### config.mk
export PLATFORM = sky130hd
export DESIGN_NAME = timer_capture_compare_16bit
export DESIGN_NICKNAME = d
export VERILOG_FILES = /design/src/hw/timer_pkg.sv /design/src/hw/edge_if.sv /design/src/hw/trigger_edge_detect.sv /design/src/hw/timer_capture_compare_16bit.sv
export SDC_FILE = /design/constraint.sdc
export NUM_CORES = 1
export LEC_CHECK = 0
export BUFFER_PORTS_ARGS = -buffer_cell sky130_fd_sc_hd__buf_2
export CELL_PAD_IN_SITES_DETAIL_PLACEMENT = 2
export CELL_PAD_IN_SITES_GLOBAL_PLACEMENT = 2
export CORE_MARGIN = 2
export CORE_UTILIZATION = 34
export DETAILED_ROUTE_END_ITERATION = 10
export HOLD_SLACK_MARGIN = 0.08
export MAX_ROUTING_LAYER = met4
export PLACE_DENSITY = 0.92
export SLEW_MARGIN = 20
export SYNTH_ARGS = -nofsm -noshare
export SYNTH_HDL_FRONTEND = slang
export SYNTH_SLANG_ARGS = --single-unit
### constraint.sdc
create_clock -name clock -period 4.3 [get_ports clock]
set_input_delay 0.86 -clock clock [delete_from_list [all_inputs] [get_ports clock]]
set_output_delay 0.86 -clock clock [all_outputs]
set_load 0.005 [all_outputs]
### src/hw/timer_pkg.sv
package timer_pkg;
	// Operation modes held in the two mode bits.
	typedef enum logic [1:0] {
		MODE_STOP      = 2'b00,
		MODE_FREE      = 2'b01,
		MODE_EDGE_CLR  = 2'b10,
		MODE_MATCH_CLR = 2'b11
	} op_mode_type;

	// Active edge selection for a trigger input.
	typedef enum logic [1:0] {
		EDGE_FALL = 2'b00,
		EDGE_RISE = 2'b01,
		EDGE_NONE = 2'b10,
		EDGE_BOTH = 2'b11
	} edge_sel_type;

	localparam logic [15:0] COUNT_MAX   = 16'hFFFF;
	localparam logic [15:0] COUNT_ZERO  = 16'h0000;
	localparam logic [15:0] COUNT_ONE   = 16'h0001;
	localparam logic [15:0] REG_RESET   = 16'h0000;
	localparam int          PRESC_WIDTH = 4;
	localparam logic [3:0]  PRESC_RESET = 4'h0;
	// Prescaler mode field positions: first edge, second edge, divider.
	localparam int          PRM_EDGE0_LSB = 0;
	localparam int          PRM_EDGE1_LSB = 2;
	localparam int          PRM_DIV_LSB   = 4;
	localparam int          PRM_WIDTH     = 8;
	localparam logic [7:0]  PRM_RESET     = 8'h00;
endpackage

### src/hw/edge_if.sv
// Carries the selected-edge events of the two trigger inputs.
interface edge_if;
	logic first_edge;
	logic second_edge;
	modport src (output first_edge, output second_edge);
	modport dst (input first_edge, input second_edge);
endinterface

### src/hw/trigger_edge_detect.sv
// Detects the selected edge on each trigger input.
module trigger_edge_detect (
	input  wire logic       clock,
	input  wire logic       srst,
	input  wire logic       running,
	input  wire logic [1:0] trig_in,
	input  wire logic [3:0] edge_sel,
	edge_if.src             ev
);
	logic [1:0] prev_r;
	logic [1:0] prev_nxt;
	logic [1:0] hit;

	// Edge evaluation per input; the previous level is tracked while stopped so a high pin at start is no edge.
	for (genvar i = 0; i < 2; i++) begin : g_edge
		always_comb begin
			unique case (timer_pkg::edge_sel_type'(edge_sel[2*i +: 2]))
				timer_pkg::EDGE_FALL: hit[i] = prev_r[i] & ~trig_in[i];
				timer_pkg::EDGE_RISE: hit[i] = ~prev_r[i] & trig_in[i];
				timer_pkg::EDGE_NONE: hit[i] = 1'b0;
				timer_pkg::EDGE_BOTH: hit[i] = prev_r[i] ^ trig_in[i];
			endcase
		end
	end

	// Next previous-level values.
	always_comb begin
		prev_nxt = trig_in;
	end

	// Register the previous levels.
	always_ff @(posedge clock) begin
		if (srst) begin
			prev_r <= 2'h0;
		end else begin
			prev_r <= prev_nxt;
		end
	end

	assign ev.first_edge  = hit[0] & running;
	assign ev.second_edge = hit[1] & running;
endmodule

### src/hw/timer_capture_compare_16bit.sv
module timer_capture_compare_16bit (
	input  wire logic        clock,
	input  wire logic        srst,
	input  wire logic [1:0]  mode_wdata,
	input  wire logic        mode_we,
	input  wire logic        overflow_clr,
	input  wire logic [1:0]  capture_ctrl_wdata,
	input  wire logic        capture_ctrl_we,
	input  wire logic [7:0]  prescaler_wdata,
	input  wire logic        prescaler_we,
	input  wire logic [15:0] cc_wdata,
	input  wire logic        first_cc_we,
	input  wire logic        second_cc_we,
	input  wire logic        one_shot_trig,
	input  wire logic        first_trigger_input,
	input  wire logic        second_trigger_input,
	output logic      [15:0] count_register,
	output logic      [15:0] first_capture_compare_reg,
	output logic      [15:0] second_capture_compare_reg,
	output logic      [1:0]  mode_control_reg,
	output logic             overflow_flag,
	output logic             first_match_irq,
	output logic             second_match_irq
);
	edge_if ev ();

	logic [15:0] cnt_r, cnt_nxt, cc0_r, cc0_nxt, cc1_r, cc1_nxt;
	logic [1:0]  mode_r, mode_nxt, crc_r, crc_nxt;
	logic [7:0]  prm_r, prm_nxt;
	logic [3:0]  div_r, div_nxt;
	logic        ovf_r, ovf_nxt, irq0_r, irq0_nxt, irq1_r, irq1_nxt, wrapped_r, wrapped_nxt;
	logic        running, tick, wrap, clr, m0, m1;

	assign running = (mode_r != timer_pkg::MODE_STOP);

	// Edge detection with selections from the prescaler mode register.
	trigger_edge_detect u_edge (
		.clock    (clock),
		.srst     (srst),
		.running  (running),
		.trig_in  ({second_trigger_input, first_trigger_input}),
		.edge_sel (prm_r[timer_pkg::PRM_EDGE1_LSB+1:timer_pkg::PRM_EDGE0_LSB]),
		.ev       (ev)
	);

	// Count clock ticks, match detection and the next state of every register.
	always_comb begin
		div_nxt = running ? div_r + 4'h1 : timer_pkg::PRESC_RESET;
		tick = running && (div_r >= prm_r[timer_pkg::PRM_DIV_LSB +: timer_pkg::PRESC_WIDTH]);
		if (tick) begin
			div_nxt = timer_pkg::PRESC_RESET;
		end
		wrap = tick && (cnt_r == timer_pkg::COUNT_MAX);
		// Zero compare values only match after a wrap, on the step to 0001H.
		m0 = tick && ((cc0_r == timer_pkg::COUNT_ZERO) ? (wrapped_r && cnt_r == timer_pkg::COUNT_ZERO)
			: (cnt_r == cc0_r));
		m1 = tick && ((cc1_r == timer_pkg::COUNT_ZERO) ? (wrapped_r && cnt_r == timer_pkg::COUNT_ZERO)
			: (cnt_r == cc1_r));
		clr = (mode_r == timer_pkg::MODE_MATCH_CLR && m0 && cc0_r != timer_pkg::COUNT_ZERO)
			|| (mode_r == timer_pkg::MODE_EDGE_CLR && ev.first_edge) || (running && one_shot_trig);
		cnt_nxt = cnt_r;
		if (!running) begin
			cnt_nxt = timer_pkg::COUNT_ZERO;
		end else if (clr) begin
			cnt_nxt = timer_pkg::COUNT_ZERO;
		end else if (tick) begin
			cnt_nxt = cnt_r + timer_pkg::COUNT_ONE;
		end
		wrapped_nxt = wrapped_r;
		if (wrap) begin
			wrapped_nxt = 1'b1;
		end else if (tick || !running) begin
			wrapped_nxt = 1'b0;
		end
		mode_nxt = mode_we ? mode_wdata : mode_r;
		crc_nxt  = capture_ctrl_we ? capture_ctrl_wdata : crc_r;
		prm_nxt  = prescaler_we ? prescaler_wdata : prm_r;
		// Captures take the live count so the stored value is right whatever a read sees.
		cc0_nxt = first_cc_we ? cc_wdata : cc0_r;
		if (crc_r[0] && ev.second_edge) begin
			cc0_nxt = cnt_r;
		end
		cc1_nxt = second_cc_we ? cc_wdata : cc1_r;
		if (crc_r[1] && ev.first_edge) begin
			cc1_nxt = cnt_r;
		end
		// Set wins over a software clear of the overflow flag.
		ovf_nxt = (ovf_r && !overflow_clr) || (wrap && cc0_r == timer_pkg::COUNT_MAX);
		irq0_nxt = m0 || (crc_r[0] && ev.second_edge) || (running && one_shot_trig);
		irq1_nxt = m1 || ev.first_edge || (running && one_shot_trig);
	end

	// Register every state element.
	always_ff @(posedge clock) begin
		if (srst) begin
			cnt_r     <= timer_pkg::REG_RESET;
			cc0_r     <= timer_pkg::REG_RESET;
			cc1_r     <= timer_pkg::REG_RESET;
			mode_r    <= timer_pkg::MODE_STOP;
			crc_r     <= 2'h0;
			prm_r     <= timer_pkg::PRM_RESET;
			div_r     <= timer_pkg::PRESC_RESET;
			ovf_r     <= 1'b0;
			irq0_r    <= 1'b0;
			irq1_r    <= 1'b0;
			wrapped_r <= 1'b0;
		end else begin
			cnt_r     <= cnt_nxt;
			cc0_r     <= cc0_nxt;
			cc1_r     <= cc1_nxt;
			mode_r    <= mode_nxt;
			crc_r     <= crc_nxt;
			prm_r     <= prm_nxt;
			div_r     <= div_nxt;
			ovf_r     <= ovf_nxt;
			irq0_r    <= irq0_nxt;
			irq1_r    <= irq1_nxt;
			wrapped_r <= wrapped_nxt;
		end
	end

	assign count_register             = cnt_r;
	assign first_capture_compare_reg  = cc0_r;
	assign second_capture_compare_reg = cc1_r;
	assign mode_control_reg           = mode_r;
	assign overflow_flag              = ovf_r;
	assign first_match_irq            = irq0_r;
	assign second_match_irq           = irq1_r;

	// Longest gap between two count ticks, set by the widest divider field.
	localparam int TICK_GAP_MAX = 2 ** timer_pkg::PRESC_WIDTH;
endmodule

==> run_results.csv <==
group,metric,value,unit
run_status,run_status,"finished clean",
synthesis,synth_most_common_cell,"dfxtp_1",
die,num_rows,38,
global_routing,antenna_found_initial,0,
power,total_power,1.54,mW
global_routing,grt_pass1_vias,3894,
sta,slew_headroom,0.308,
clock_tree,clockBufferDepth,2,
global_routing,grt_pass1_wl,22300,um
critical_path,critical_path_class,"reg -> reg",
synthesis,synth-edff-count,0,
placement,dp_hpwl,10300,um
placement,place_area,0.00429,mm^2
global_routing,grt_usage,0.256,
critical_path,worstPathArrival,3.02,ns
clock_tree,clk_latency,0.37,ns
synthesis,yosysWarnings,0,
clock_tree,cts-hold-fix-buffers,0,
power,power_density,341,mW/mm^2
cells_and_area,drive_gt1_frac,0.255,
drt,drt_wl_total,14300,um
synthesis,netlist_area,0.00382,mm^2
sta,setup_violations,0,
synthesis,yosysTopAreaCell,"dfxtp_1",
drt,drt.antenna.violating_nets,0,
critical_path,critPathMaxFanout,16,
clock_tree,cts_setup_buffers,0,
clock_tree,cts.clk_slew.worst_paths,0.08,ns
run,cap_viol_max_count,0,
die,die_w,110,um
cells_and_area,finalNetCount,541,
sta,min_period,2.72,ns
sta,period_share,0.634,
sta,worst_pin_slew,1.04,ns
critical_path,start_kind,"flop",
drt,drtPass1Iterations,4,
synthesis,yosysTopAreaCellShare,0.366,
sta,finalClockSkew,0.0124,ns
synthesis,synthTopCellsByCount,"dfxtp_1 (70), nor2_1 (66), mux2i_1 (45), xnor2_1 (45), a211oi_1 (32)",
die,coreArea,0.0109,mm^2
sta,finalMaxSlewViolations,0,
cells_and_area,final_area,0.00452,mm^2
placement,port_buffers,91,
clock_tree,cts_resized,0,
clock_tree,cts_tree,"done",
global_routing,use_met1,0.326,
cells_and_area,diodes,0,
clock_tree,numCtsBuffers,9,
synthesis,syn_nets,474,
power,leakagePower,1.90,nW
synthesis,synth_cells,424,
synthesis,synth_flop_cell,"dfxtp_1",
global_routing,grt-busiest-layer,"met2",
clock_tree,clock-sinks,70,
drt,viasPerCell,5.63,
sta,fin_tns_setup,0,ns
sta,rsz0062_at_grt,"no",
sta,final_hold_viol_count,0,
synthesis,ys_types,47,
synthesis,ys_ff_latch,70,
synthesis,syn_area_per_cell,9.02,um^2
drt,first_iter_violations,126,
clock_tree,cts_max_level,3,
global_routing,met2_usage,0.423,
synthesis,yosys-top-cells-area,"dfxtp_1 (37%), mux2i_1 (12%), xnor2_1 (10%)",
placement,gp_congestion,0.822,
die,io_pins,92,
critical_path,worstPathRequired,4.59,ns
critical_path,rrSetupSlack,1.58,ns
die,die-area,0.0121,mm^2
cells_and_area,area_delta_synth_final,18.2,%
sta,fmax,367,MHz
drt,drt-wirelength-per-cell,22.6,um
drt,drc,0,
global_routing,grt_max_degree,40,
die,die_y,110,um
drt,dr_total_vias,3576,
synthesis,async_reset_ff_frac,0,
min_path,min_path_type,"reg -> reg",
synthesis,yosysSeqAreaShare,0.366,
global_routing,overflow,0,
clock_tree,clockRootBuffer,"clkbuf_8",
global_routing,use_met3,0.0376,
power,irDropWorstVdd,125,uV
die,initial_utilization,0.351,
critical_path,endpoint_kind,"flop",
per-layer routing:
| layer | part of all wire | wire length, um |
|---|---|---|
| met1 | 0.45 | 6460 |
| met2 | 0.50 | 7150 |
| met3 | 0.036 | 510 |
| met4 | 0.014 | 206 |
| met5 | 0 | 0 |
critical path: stages (launching register included):
cell	delay, ns
dfxtp_1	0.41
inv_1	0.07
ha_1	0.27
nand2b_4	0.15
a2111oi_4	0.95
nor3_2	0.22
a31o_2	0.44
a21oi_1	0.16
stage by stage:
stage | cells | setup slack (ns) | hold slack [ns] | util
detailed placement | 620 | 1.08 | 0.449 | 0.394
global route | 635 | 1.38 | 0.488 | 0.415
global placement | 620 | 1.46 | 0.448 | 0.394
CTS | 635 | 1.43 | 0.464 | 0.415
floorplan | 424 | 2.10 | 0.450 | -
finish | 635 | 1.58 | 0.460 | 0.415
power breakdown:
group	switching, mW	internal [mW]
Clock	0.266	0.356
Combinational	0.110	0.0912
Sequential	0.0434	0.677
cell families (layout without fill, tap and decap cells):
family / count (synthesis) / after routing / share of synthesized area
xor gates and xnor gates: 47 / 47 / 0.108
buffers and inverters: 48 / 119 / 0.0569
muxes: 45 / 45 / 0.118
adders and majority gates: 11 / 11 / 0.0360
and+or+nand+nor: 151 / 151 / 0.211
AOI/OAI and AO/OA: 52 / 52 / 0.105
DFF: 70 / 70 / 0.366
layout by cell type (no fill, tap or decap), types with 2 or more instances in the layout:
cell	instances
nor2_2	3
ha_1	11
a31o_2	2
bufinv_16	2
or3_1	4
nor4b_1	2
buf_2	91
dfxtp_1	70
or2_2	2
inv_1	11
clkbuf_8	11
buf_4	2
xnor2_1	45
mux2i_1	45
nand2_1	9
xor2_1	2
a211oi_1	32
or4_4	3
and4_1	2
nand4_1	15
nor2_1	66
o21ai_0	5
nor4_1	24
nand3_1	9
a21oi_1	3
final timing paths:
kind	start	endpoint	cells past startpoint
worst max-delay path	div_r[0]	count_register[7]	7
worst min-delay path	overflow_flag	overflow_flag	2
worst max register to register	div_r[0]	count_register[7]	7
worst min register to register	overflow_flag	overflow_flag	2
final cells by class:
cell class | count | area [um^2]
inverter | 11 | 41.3
timing repair buffer | 93 | 470
clock inverter | 3 | 67.6
sequential | 70 | 1400
clock buffer | 12 | 155
tap | 140 | 175
fill | 1214 | 6370
multi-input combinational | 306 | 2210
No activity file was read; power rests on OpenSTA's default activity.
